## src/wdt_consts.svh

```systemverilog
`ifndef WDT_CONSTS_SVH
`define WDT_CONSTS_SVH
// Behaviour
// RULE1: Timeout is 2^code times 512 ticks; 8 immediate
// RULE2: Expiry gives interrupt when requested, else reset; code 8 always resets, even with interrupt requested
// RULE3: Interrupt mode makes a periodic general timer
// RULE4: Prescale sets the interval between interrupts
// RULE5: Software avoids reserved prescale codes above eight
// RULE6: Sixteen bit counter on 32.768 kHz timebase
// RULE7: Kick within each period enables, clears counter
// RULE8: Control write only right after unlock access
// RULE9: Kick cleared by zero, reset, hardware, supply

// Register map
`define WDT_ADDR_W        8
`define WDT_ADDR_CTRL     8'h00
`define WDT_CTRL_RST      8'h10

// Control field positions
`define WDT_BIT_UNLOCK    0
`define WDT_BIT_KICK      1
`define WDT_BIT_STATUS    2
`define WDT_BIT_IRQ       3
`define WDT_SEL_LSB       4
`define WDT_SEL_MSB       7

// Prescale codes
`define WDT_SEL_MAX_TMO   4'h7
`define WDT_SEL_IMM       4'h8

// Timing
`define WDT_CLK_HZ        28'h5F5_E100
`define WDT_TB_HZ         32'h0000_8000
`define WDT_ACC_W         28
`define WDT_CNT_W         16
`define WDT_BASE_TICKS    17'h0_0200
`define WDT_ONE17         17'h0_0001
`define WDT_CNT_ZERO      16'h0000
`define WDT_CNT_ONE       16'h0001
`endif

```

## src/wdt_pkg.sv

```systemverilog
package wdt_pkg;

   typedef struct packed {
      logic [7:0] addr;
      logic [7:0] wdata;
      logic       wr;
      logic       rd;
   } wdt_bus_req_t;

   typedef struct packed {
      logic [3:0] timeout_select;
      logic       irq_instead_of_reset;
      logic       status;
      logic       kick_enable;
      logic       write_unlock;
   } wdt_ctrl_t;

   typedef enum logic [2:0] {
      WDT_ST_OFF  = 3'b001,
      WDT_ST_RUN  = 3'b010,
      WDT_ST_FIRE = 3'b100
   } wdt_state_t;

endpackage

```

## src/wdt_top.sv

```systemverilog
`timescale 1ns/1ns
`include "wdt_consts.svh"

module wdt_top #(
   parameter int TB_HZ = `WDT_TB_HZ
) (
   input  wire logic                 ref_clk,
   input  wire logic                 rst,
   input  wdt_pkg::wdt_bus_req_t     bus_req,
   input  wire logic                 supply_monitor_irq,
   output logic [7:0]                bus_rdata,
   output logic                      sys_reset_req,
   output logic                      wdt_irq,
   output logic                      wdt_active
);

   logic                     tick;
   logic                     sel_ctrl;
   logic                     wr_ok;
   logic                     imm;
   logic                     timeout_hit;
   logic                     expire;
   logic                     reset_action;
   logic [16:0]              lim17;
   logic [`WDT_CNT_W-1:0]    lim;
   logic                     psm_edge;

   logic                     psm_meta_ff;
   logic                     psm_sync_ff;
   logic                     psm_prev_ff;

   wdt_pkg::wdt_ctrl_t       ctrl_ff;
   wdt_pkg::wdt_ctrl_t       nxt_ctrl;
   wdt_pkg::wdt_ctrl_t       wr_ctrl;
   logic                     unlock_ff;
   logic                     nxt_unlock;
   logic [`WDT_CNT_W-1:0]    cnt_ff;
   logic [`WDT_CNT_W-1:0]    nxt_cnt;
   wdt_pkg::wdt_state_t      state_ff;
   wdt_pkg::wdt_state_t      nxt_state;
   logic [7:0]               rdata_ff;
   logic [7:0]               nxt_rdata;
   logic                     rst_req_ff;
   logic                     nxt_rst_req;
   logic                     irq_ff;
   logic                     nxt_irq;
   logic                     active_ff;
   logic                     nxt_active;

   wdt_tick_div #(
      .TB_HZ   (TB_HZ)
   ) u_div (
      .ref_clk (ref_clk),
      .rst     (rst),
      .tick    (tick)            // [RULE6]
   );

   // Supply monitor event crosses from its own logic as a level
   always_ff @(posedge ref_clk)
   begin
      if (rst)
      begin
         psm_meta_ff <= 1'b0;
         psm_sync_ff <= 1'b0;
         psm_prev_ff <= 1'b0;
      end
      else
      begin
         psm_meta_ff <= supply_monitor_irq;
         psm_sync_ff <= psm_meta_ff;
         psm_prev_ff <= psm_sync_ff;
      end
   end

   assign psm_edge = psm_sync_ff & ~psm_prev_ff;

   // Decode and unlock window
   always_comb
   begin
      sel_ctrl = (bus_req.addr == `WDT_ADDR_CTRL);
      wr_ok    = bus_req.wr && sel_ctrl && unlock_ff;       // [RULE8]
      nxt_unlock = unlock_ff;
      if (bus_req.wr || bus_req.rd)
      begin
         // Any access closes the window; only a locked write can open it
         nxt_unlock = bus_req.wr && sel_ctrl && !unlock_ff &&
                      bus_req.wdata[`WDT_BIT_UNLOCK];       // [RULE8]
      end
   end

   // Timeout compare
   always_comb
   begin
      lim17 = (`WDT_BASE_TICKS << ctrl_ff.timeout_select[2:0]) - `WDT_ONE17;  // [RULE1]
      lim   = lim17[`WDT_CNT_W-1:0];
      imm   = ctrl_ff.kick_enable &&
              (ctrl_ff.timeout_select == `WDT_SEL_IMM);    // [RULE1]
      // Reserved codes never expire
      timeout_hit = ctrl_ff.kick_enable && tick && (cnt_ff == lim) &&
                    (ctrl_ff.timeout_select <= `WDT_SEL_MAX_TMO);   // [RULE4]
      expire       = (state_ff == wdt_pkg::WDT_ST_RUN) && (timeout_hit || imm);
      reset_action = expire && (imm || !ctrl_ff.irq_instead_of_reset);  // [RULE2]
   end

   // Control register
   always_comb
   begin
      wr_ctrl  = bus_req.wdata;
      nxt_ctrl = ctrl_ff;
      if (wr_ok)
      begin
         nxt_ctrl.timeout_select       = wr_ctrl.timeout_select;
         nxt_ctrl.irq_instead_of_reset = wr_ctrl.irq_instead_of_reset;
         nxt_ctrl.kick_enable          = wr_ctrl.kick_enable;       // [RULE7] [RULE9]
         if (!wr_ctrl.status)
         begin
            nxt_ctrl.status = 1'b0;
         end
      end
      if (reset_action || psm_edge)
      begin
         nxt_ctrl.kick_enable = 1'b0;                               // [RULE9]
      end
      // Timeout set beats a same-cycle software clear
      if (expire)
      begin
         nxt_ctrl.status = 1'b1;
      end
      nxt_ctrl.write_unlock = 1'b0;
   end

   always_ff @(posedge ref_clk)
   begin
      if (rst)
      begin
         ctrl_ff   <= `WDT_CTRL_RST;                                // [RULE9]
         unlock_ff <= 1'b0;
      end
      else
      begin
         ctrl_ff   <= nxt_ctrl;
         unlock_ff <= nxt_unlock;
      end
   end

   // Counter
   always_comb
   begin
      nxt_cnt = cnt_ff;
      if (state_ff != wdt_pkg::WDT_ST_RUN || expire)
      begin
         nxt_cnt = `WDT_CNT_ZERO;
      end
      else if (wr_ok && wr_ctrl.kick_enable)
      begin
         nxt_cnt = `WDT_CNT_ZERO;                                   // [RULE7]
      end
      else if (tick)
      begin
         nxt_cnt = cnt_ff + `WDT_CNT_ONE;                           // [RULE6]
      end
   end

   always_ff @(posedge ref_clk)
   begin
      if (rst)
      begin
         cnt_ff <= `WDT_CNT_ZERO;
      end
      else
      begin
         cnt_ff <= nxt_cnt;
      end
   end

   // Sequencer
   always_comb
   begin
      nxt_state = state_ff;
      case (state_ff)
         wdt_pkg::WDT_ST_OFF:
         begin
            if (ctrl_ff.kick_enable)
            begin
               nxt_state = wdt_pkg::WDT_ST_RUN;
            end
         end
         wdt_pkg::WDT_ST_RUN:
         begin
            if (expire)
            begin
               nxt_state = wdt_pkg::WDT_ST_FIRE;
            end
            else if (!ctrl_ff.kick_enable)
            begin
               nxt_state = wdt_pkg::WDT_ST_OFF;
            end
         end
         wdt_pkg::WDT_ST_FIRE:
         begin
            // Interrupt mode keeps running as a periodic timer
            if (ctrl_ff.kick_enable)
            begin
               nxt_state = wdt_pkg::WDT_ST_RUN;                     // [RULE3]
            end
            else
            begin
               nxt_state = wdt_pkg::WDT_ST_OFF;
            end
         end
         default:
         begin
            nxt_state = wdt_pkg::WDT_ST_OFF;
         end
      endcase
   end

   always_ff @(posedge ref_clk)
   begin
      if (rst)
      begin
         state_ff <= wdt_pkg::WDT_ST_OFF;
      end
      else
      begin
         state_ff <= nxt_state;
      end
   end

   // Outputs and read data
   always_comb
   begin
      nxt_rst_req = reset_action;                                   // [RULE1] [RULE2]
      nxt_irq     = expire && !reset_action;                        // [RULE2] [RULE3]
      nxt_active  = (nxt_state != wdt_pkg::WDT_ST_OFF);
      nxt_rdata   = 8'h00;
      if (bus_req.rd && sel_ctrl)
      begin
         nxt_rdata = {ctrl_ff[7:1], unlock_ff};
      end
   end

   always_ff @(posedge ref_clk)
   begin
      if (rst)
      begin
         rst_req_ff <= 1'b0;
         irq_ff     <= 1'b0;
         active_ff  <= 1'b0;
         rdata_ff   <= 8'h00;
      end
      else
      begin
         rst_req_ff <= nxt_rst_req;
         irq_ff     <= nxt_irq;
         active_ff  <= nxt_active;
         rdata_ff   <= nxt_rdata;
      end
   end

   assign sys_reset_req = rst_req_ff;
   assign wdt_irq       = irq_ff;
   assign wdt_active    = active_ff;
   assign bus_rdata     = rdata_ff;

   AST_IMM_RESET: assert property (@(posedge ref_clk) disable iff (rst)   // [RULE1]
      (state_ff == wdt_pkg::WDT_ST_RUN && ctrl_ff.kick_enable &&
       ctrl_ff.timeout_select == `WDT_SEL_IMM) |=> sys_reset_req && !wdt_irq)
      else $error("immediate code did not reset");

   AST_CODE0_PERIOD: assert property (@(posedge ref_clk) disable iff (rst)   // [RULE1]
      (state_ff == wdt_pkg::WDT_ST_RUN && ctrl_ff.kick_enable && tick &&
       ctrl_ff.timeout_select == 4'h0 && cnt_ff == 16'h01FF) |=> (sys_reset_req || wdt_irq))
      else $error("code zero did not expire at 512 ticks");

   AST_RESET_MODE: assert property (@(posedge ref_clk) disable iff (rst)   // [RULE2]
      (timeout_hit && state_ff == wdt_pkg::WDT_ST_RUN && !ctrl_ff.irq_instead_of_reset)
      |=> sys_reset_req && !wdt_irq ##1 !sys_reset_req)
      else $error("reset mode expiry wrong");

   AST_IRQ_MODE: assert property (@(posedge ref_clk) disable iff (rst)   // [RULE2]
      (timeout_hit && state_ff == wdt_pkg::WDT_ST_RUN && ctrl_ff.irq_instead_of_reset)
      |=> wdt_irq && !sys_reset_req && ctrl_ff.status)
      else $error("interrupt mode expiry wrong");

   AST_PERIODIC: assert property (@(posedge ref_clk) disable iff (rst)   // [RULE3]
      (wdt_irq && ctrl_ff.kick_enable) |=> state_ff == wdt_pkg::WDT_ST_RUN &&
       cnt_ff == `WDT_CNT_ZERO)
      else $error("timer did not restart after interrupt");

   AST_NO_EARLY: assert property (@(posedge ref_clk) disable iff (rst)   // [RULE4]
      (state_ff == wdt_pkg::WDT_ST_RUN && tick &&
       ctrl_ff.timeout_select <= `WDT_SEL_MAX_TMO && cnt_ff < lim) |=> !wdt_irq && !sys_reset_req)
      else $error("expiry before interval");

   AST_HOLD: assert property (@(posedge ref_clk) disable iff (rst)   // [RULE6]
      (state_ff == wdt_pkg::WDT_ST_RUN && !tick && !expire && !wr_ok) |=> $stable(cnt_ff))
      else $error("counter moved without tick");

   AST_KICK_CLR: assert property (@(posedge ref_clk) disable iff (rst)   // [RULE7]
      (wr_ok && bus_req.wdata[`WDT_BIT_KICK] && !reset_action && !psm_edge)
      |=> cnt_ff == `WDT_CNT_ZERO && ctrl_ff.kick_enable)
      else $error("kick did not clear counter");

   AST_LOCKED: assert property (@(posedge ref_clk) disable iff (rst)   // [RULE8]
      (bus_req.wr && !unlock_ff) |=> $stable(ctrl_ff.timeout_select) &&
       $stable(ctrl_ff.irq_instead_of_reset))
      else $error("locked write changed control");

   AST_SUPPLY: assert property (@(posedge ref_clk) disable iff (rst)   // [RULE9]
      psm_edge |=> !ctrl_ff.kick_enable)
      else $error("supply event left kick set");

endmodule

```

## src/wdt_tick_div.sv

```systemverilog
`timescale 1ns/1ns
`include "wdt_consts.svh"

// Fractional divider: no drift against the core clock, jitter one cycle
module wdt_tick_div #(
   parameter int TB_HZ = `WDT_TB_HZ
) (
   input  wire logic ref_clk,
   input  wire logic rst,
   output logic      tick
);
   localparam logic [`WDT_ACC_W-1:0] INC = `WDT_ACC_W'(TB_HZ);

   logic [`WDT_ACC_W-1:0] acc_ff;
   logic [`WDT_ACC_W-1:0] nxt_acc;
   logic [`WDT_ACC_W:0]   sum;
   logic                  tick_ff;
   logic                  nxt_tick;

   always_comb
   begin
      sum      = {1'b0, acc_ff} + {1'b0, INC};
      nxt_tick = (sum >= {1'b0, `WDT_CLK_HZ});
      if (nxt_tick)
      begin
         nxt_acc = sum[`WDT_ACC_W-1:0] - `WDT_CLK_HZ;
      end
      else
      begin
         nxt_acc = sum[`WDT_ACC_W-1:0];
      end
   end

   always_ff @(posedge ref_clk)
   begin
      if (rst)
      begin
         acc_ff  <= '0;
         tick_ff <= 1'b0;
      end
      else
      begin
         acc_ff  <= nxt_acc;
         tick_ff <= nxt_tick;
      end
   end

   assign tick = tick_ff;
endmodule

```

## config.mk

```make
export PLATFORM = sky130hd
export DESIGN_NAME = wdt_top
export DESIGN_NICKNAME = d
export VERILOG_FILES = /design/src/wdt_pkg.sv /design/src/wdt_top.sv /design/src/wdt_tick_div.sv
export VERILOG_INCLUDE_DIRS = /design/src /design/src/src
export SDC_FILE = /design/constraint.sdc
export NUM_CORES = 1
export LEC_CHECK = 0
export BUFFER_PORTS_ARGS = -buffer_cell sky130_fd_sc_hd__buf_2
export CORE_ASPECT_RATIO = 1.75
export CORE_MARGIN = 8
export CORE_UTILIZATION = 50
export CTS_CLUSTER_SIZE = 8
export DETAILED_ROUTE_END_ITERATION = 8
export PLACE_DENSITY = 0.66
export SYNTH_ARGS = -nofsm -noshare
export SYNTH_HDL_FRONTEND = slang
export SYNTH_HIERARCHICAL = 1
export SYNTH_SLANG_ARGS = --single-unit
```

## constraint.sdc

```tcl
create_clock -name ref_clk -period 6.4 [get_ports ref_clk]
set_clock_uncertainty 0.1 [all_clocks]
set_input_delay 0.96 -clock ref_clk [delete_from_list [all_inputs] [get_ports ref_clk]]
set_output_delay 0.96 -clock ref_clk [all_outputs]
set_load 0.02 [all_outputs]
```

* Yosys cells after proc, flatten, opt, wreduce, memory -nomap -nowiden
Index checks and enable logic that the tools add are counted.
** Storage, ports and cells
- Input bits :: 21
- Flip-flop bits (word level) :: 70
- Word-level logic and storage cells :: 70
- Output and inout bits :: 11
** Cells by class
- Bitwise operators :: 3
- $lt $le $gt $ge :: 2
- Reductions and logical operators :: 27
- Equal/unequal tests :: 8
- Shift-type cells :: 1
- Multiplexer cells :: 9
- Add/sub/neg operators :: 4
** Operators with widths (number)
- $add A28 B16 Y29 const B :: 1
- $ge A29 B27 Y1 const B :: 1
- $mux W28 :: 1
- $sub A28 B27 Y28 const B :: 1
- $add A16 B1 Y16 const B :: 1
- $eq A16 B16 Y1 :: 1
- $shl A10 B3 Y16 const A :: 1
- $sub A16 B1 Y16 const B :: 1
- $logic_and A1 B1 Y1 :: 13
- $mux W3 :: 3
- $pmux W3 S3 :: 1
- $logic_not A8 Y1 :: 1
- $logic_or A1 B1 Y1 :: 5
- $eq A4 B4 Y1 const B :: 1
- $le A4 B3 Y1 const B :: 1
- $mux W2 :: 2
- $reduce_or A2 Y1 :: 2
- $eq A3 B1 Y1 const B :: 1
- $eq A3 B2 Y1 const B :: 1
- $eq A3 B3 Y1 const B :: 1
- $logic_not A1 Y1 :: 3
- $ne A3 B1 Y1 const B :: 1
- $ne A3 B2 Y1 const B :: 1
- $reduce_or A3 Y1 :: 1
- 6 further kinds :: 8

* Depth between registers and ports, before layout
- Depth after elaboration :: 10
- Gate-level depth with buffers :: 12
- Gate-level depth less buffers :: 9

* Hierarchy
The synthesis kept the hierarchy.
** Modules (own cells, without submodules)
- wdt_top :: cells an instance 205, instances 1, seq. area each 820.8 µm², area each 1853.0 µm²
- wdt_tick_div :: cells an instance 206, instances 1, seq. area each 420.4 µm², area each 1686.6 µm²

* Worst setup path after synthesis
OpenSTA, ideal clock, no wires.
- Path kind :: flip-flop to flip-flop
- From :: reg u_div.acc_ff[16]
- To :: reg u_div.acc_ff[11]
- Arrival time :: 2.502 ns
- Stages on the path, launching flop included :: 10
- Slack :: 3.674 ns
- Setup time :: 0.123 ns
- Data required time :: 6.177 ns
- Clock period less this slack :: 2.726 ns
- Buffers on the path :: 1
- Cell sequence :: dfxtp_1 ha_1 clkbuf_1 nand3_1 xor2_1 inv_1 nor3_1 a31oi_4 a2111oi_4 mux2_1
** Between the ends
- Word-level cells in the longest chain between the ends :: 3
** Ends and longest elaborated chain
- start: declaration :: RTL line wdt_tick_div.sv:14 : logic [`WDT_ACC_W-1:0] acc_ff;
- start signal: assignment :: RTL line wdt_tick_div.sv:43 : acc_ff <= nxt_acc;
- $add A28 B16 Y29 :: RTL line wdt_tick_div.sv:22 : sum = {1'b0, acc_ff} + {1'b0, INC};
- $ge A29 B27 Y1 :: RTL line wdt_tick_div.sv:23 : nxt_tick = (sum >= {1'b0, `WDT_CLK_HZ});
- $mux W28 :: RTL line wdt_tick_div.sv:24 : if (nxt_tick)
No other way between the ends.
A chain may end at the register's enable or synchronous reset.

* Final worst setup path
- From :: reg u_div.acc_ff[15]
- To :: reg u_div.acc_ff[11]
The elaborated chain is that of the path after synthesis.

==> impl_results.md <==
- First-pass GRT wire length: 12500 um
- Setup_tns: 0 ns
- Core box area: 6860 um2
- CTS Hold Bufs: 0
- Most common cell after layout, fill and taps aside: dfxtp_1
- Final setup fails: 0
- Hold Crit Class: reg -> reg
- Mapped Cells: 411
- Worst Hold End: psm_sync_ff$_SDFF_PP0_
- Routed WL: 7460 um
- Final GP Congestion: 0.810
- R2R Path End: u_div/acc_ff[11]$_SDFFE_PP0P_
- Sequential share of power: 0.431
- TritonCTS buffer count: 9
- Die area: 10100 um2
- Global route overflow: 0
- Drt drc: 0
- Clk pwr share: 0.489
- WP data required: 6.51 ns
- Comb pwr share: 0.080
- Routed vias/inst: 5.52
- CP bufs+invs: 0
- Post-CTS Resized: 0
- Die W: 79.6 um
- Net Count, Synth: 438
- Clock latency on the worst-skew pair: 0.32 ns
- Worst path slowest cell: dfxtp_1
- Vias in the first global route: 2742
- Synth cell types: 68
- Final min period: 3.17 ns
- CTS Buffer Depth: 2
- Placed inst area: 3680 um2
- Layout area overhead: 12.1%
- #FFs+latches synth: 62
- Num Clock Sinks: 62
- Synth Area per Inst: 8.61 um2
- RR Startpoint: u_div/acc_ff[15]$_SDFF_PP0_
- Post-synthesis sequential area ratio: 0.351
- Relative slew slack: 0.439
- Initial antenna violation count: 0
- Num ports: 32
- Power Internal: 738 uW
- Mapped Area: 3540 um2
- Worst-Margin Slew: 0.841 ns
- Post-route cell area: 3970 um2
- Die Y: 127 um
- RSZ-0062 raised after global routing: no
- Period Utilization, post-route: 0.496
- Sw Ratio: 0.229
- Cells along the critical path: ha_1 > nand3b_1 > mux2_2 > o22ai_1 > o211a_2 > nand3_4 > a2111oi_4 > mux2_1
- Peak supply drop: 0.000121 V
- Hold path start: psm_meta_ff$_SDFF_PP0_
- WL/cell: 14.3 um
- Highest-count cells in the layout ignoring fill and taps: 62 x dfxtp_1, 55 x nor2_1, 31 x buf_2
- WP data arrival: 3.28 ns
- WHS Path Cells: 1
- Slew Limit Fails: 0
- Crit path kind: reg -> reg
- P_sw: 219 uW
- Maximum clock frequency: 315 MHz
- Largest net degree at the start of global routing: 53
- CP delay by family, top: compound AO/OA/AOI/OAI gates
- CP max stage delay: 0.49 ns
- All-Layer GR Usage: 0.153
- DRT antenna net count: 0
- Crit end category: register
- Clock transition at the registers of the reported paths: 0.05 ns
- Initial Utilization: 0.516
- # port buffers: 31
- Ys flop type: dfxtp_1
- Worst setup SP type: register
- R2R depth: 8
- Max cap viols: 0
- CTS tree: yes
- Setup bufs post-CTS: 0
- Synth Warn #: 6
- PD cells: 241 nW/um2
- Layout cells sized above 1: 0.185
- Number of flops mapped to enable cells by yosys: 0
- R2r setup slk: 3.23 ns
- N_diodes: 0
- P_leak: 1.47 nW
- Routed via count: 2877
- Pre-antenna DRT Iters: 4
- Final Hold Fails: 0
- Root Buffer: clkbuf_16
- Htree depth: 3
- Layout Nets: 460
- Post-synthesis async set-or-reset flop share: 0
- Iteration-0 DRC Markers: 139
- CP max FO: 16
- Status: finished clean
- HPWL after DPL: 5580 um
- Num rows: 40
-- power by group through the flow --
stage | sequential [mW] | clock [mW] | combinational (mW)
finish | 0.413 | 0.468 | 0.0767
global route | 0.414 | 0.499 | 0.0858
CTS | 0.412 | 0.479 | 0.0767
detailed placement | 0.420 | 0 | 0.0763
global placement | 0.420 | 0 | 0.0745
floorplan | 0.413 | 0 | 0.0629
-- Yosys cell counts (3+ instances only) --
cell / number / area share
nand2_1: 25 / 0.027
ha_1: 6 / 0.021
nor3b_1: 4 / 0.0085
nor3_1: 7 / 0.0099
xor2_1: 12 / 0.030
o21ai_0: 12 / 0.017
mux2_2: 8 / 0.025
nand2b_1: 4 / 0.0071
nor4_1: 3 / 0.0053
or2_2: 3 / 0.0053
inv_1: 11 / 0.012
buf_6: 4 / 0.013
a21oi_1: 26 / 0.037
buf_2: 5 / 0.0071
dfxtp_1: 62 / 0.35
clkbuf_1: 9 / 0.0095
xnor2_1: 19 / 0.047
mux2_1: 7 / 0.022
nand4_1: 12 / 0.021
and3_1: 8 / 0.014
and2_1: 10 / 0.018
nand3_1: 25 / 0.035
mux2i_1: 5 / 0.014
nor2b_1: 16 / 0.028
o31ai_1: 3 / 0.0064
nor2_1: 55 / 0.058
-- layer usage --
metal | track usage | wire length [um] | up-vias
li1 | - | - | 1478
met1 | 0.147 | 2840 | 1337
met2 | 0.278 | 4090 | 42
met3 | 0.0414 | 273 | 20
met4 | 0.0900 | 259 | 0
met5 | 0 | 0 | -
-- stage by stage --
step | setup slack, ns | total power [mW] | util | instances | hold WS, ns
after global placement | 3.31 | 0.494 | 0.536 | 506 | 0.348
final | 3.23 | 0.957 | 0.579 | 521 | 0.353
after global routing | 3.00 | 0.998 | 0.579 | 521 | 0.371
after floorplan | 3.67 | 0.476 | - | 411 | 0.314
after detailed placement | 3.25 | 0.497 | 0.536 | 506 | 0.350
after CTS | 3.25 | 0.968 | 0.579 | 521 | 0.360
-- area by class of cell --
class | instances | area (um2)
fillers | 620 | 2890
multi-input cells | 318 | 2130
flip-flops and latches | 62 | 1240
clock buffers | 11 | 243
repair buffers | 31 | 155
well taps | 84 | 105
clock inverters | 4 | 47.5
inverters | 11 | 41.3
-- how the worst max path moves through the flow --
stage                                startpoint                             to  slack (ns)  cells after the start
global placement    u_div/acc_ff[15]$_SDFF_PP0_  u_div/acc_ff[11]$_SDFFE_PP0P_        3.31                      8
detailed placement  u_div/acc_ff[15]$_SDFF_PP0_  u_div/acc_ff[11]$_SDFFE_PP0P_        3.25                      8
global route        u_div/acc_ff[15]$_SDFF_PP0_  u_div/acc_ff[11]$_SDFFE_PP0P_        3.00                      8
CTS                 u_div/acc_ff[15]$_SDFF_PP0_  u_div/acc_ff[11]$_SDFFE_PP0P_        3.25                      8
finish              u_div/acc_ff[15]$_SDFF_PP0_  u_div/acc_ff[11]$_SDFFE_PP0P_        3.23                      8
floorplan           u_div/acc_ff[16]$_SDFF_PP0_  u_div/acc_ff[11]$_SDFFE_PP0P_        3.67                      9
-- flip-flops by register name, indices dropped and copies added (netlist names) --
signal,flops
psm_sync_ff,1
cnt_ff,16
state_ff,3
u_div/tick,1
ctrl_ff,7
psm_prev_ff,1
psm_meta_ff,1
wdt_irq,1
sys_reset_req,1
unlock_ff,1
u_div/acc_ff,20
bus_rdata,8
wdt_active,1
-- cells by family (layout without fill, tap and decap cells) --
group	after synthesis	count (layout)	synth area share
multiplexers	20	20	0.0619
adder cells (fa/ha/maj)	6	6	0.0212
XOR/XNOR	34	34	0.0905
AND/OR/NAND/NOR	191	191	0.291
AO/OA/AOI/OAI	67	67	0.139
flip-flops	62	62	0.351
buffers and inverters	31	57	0.0463
Power figures use the tool's default switching activity.
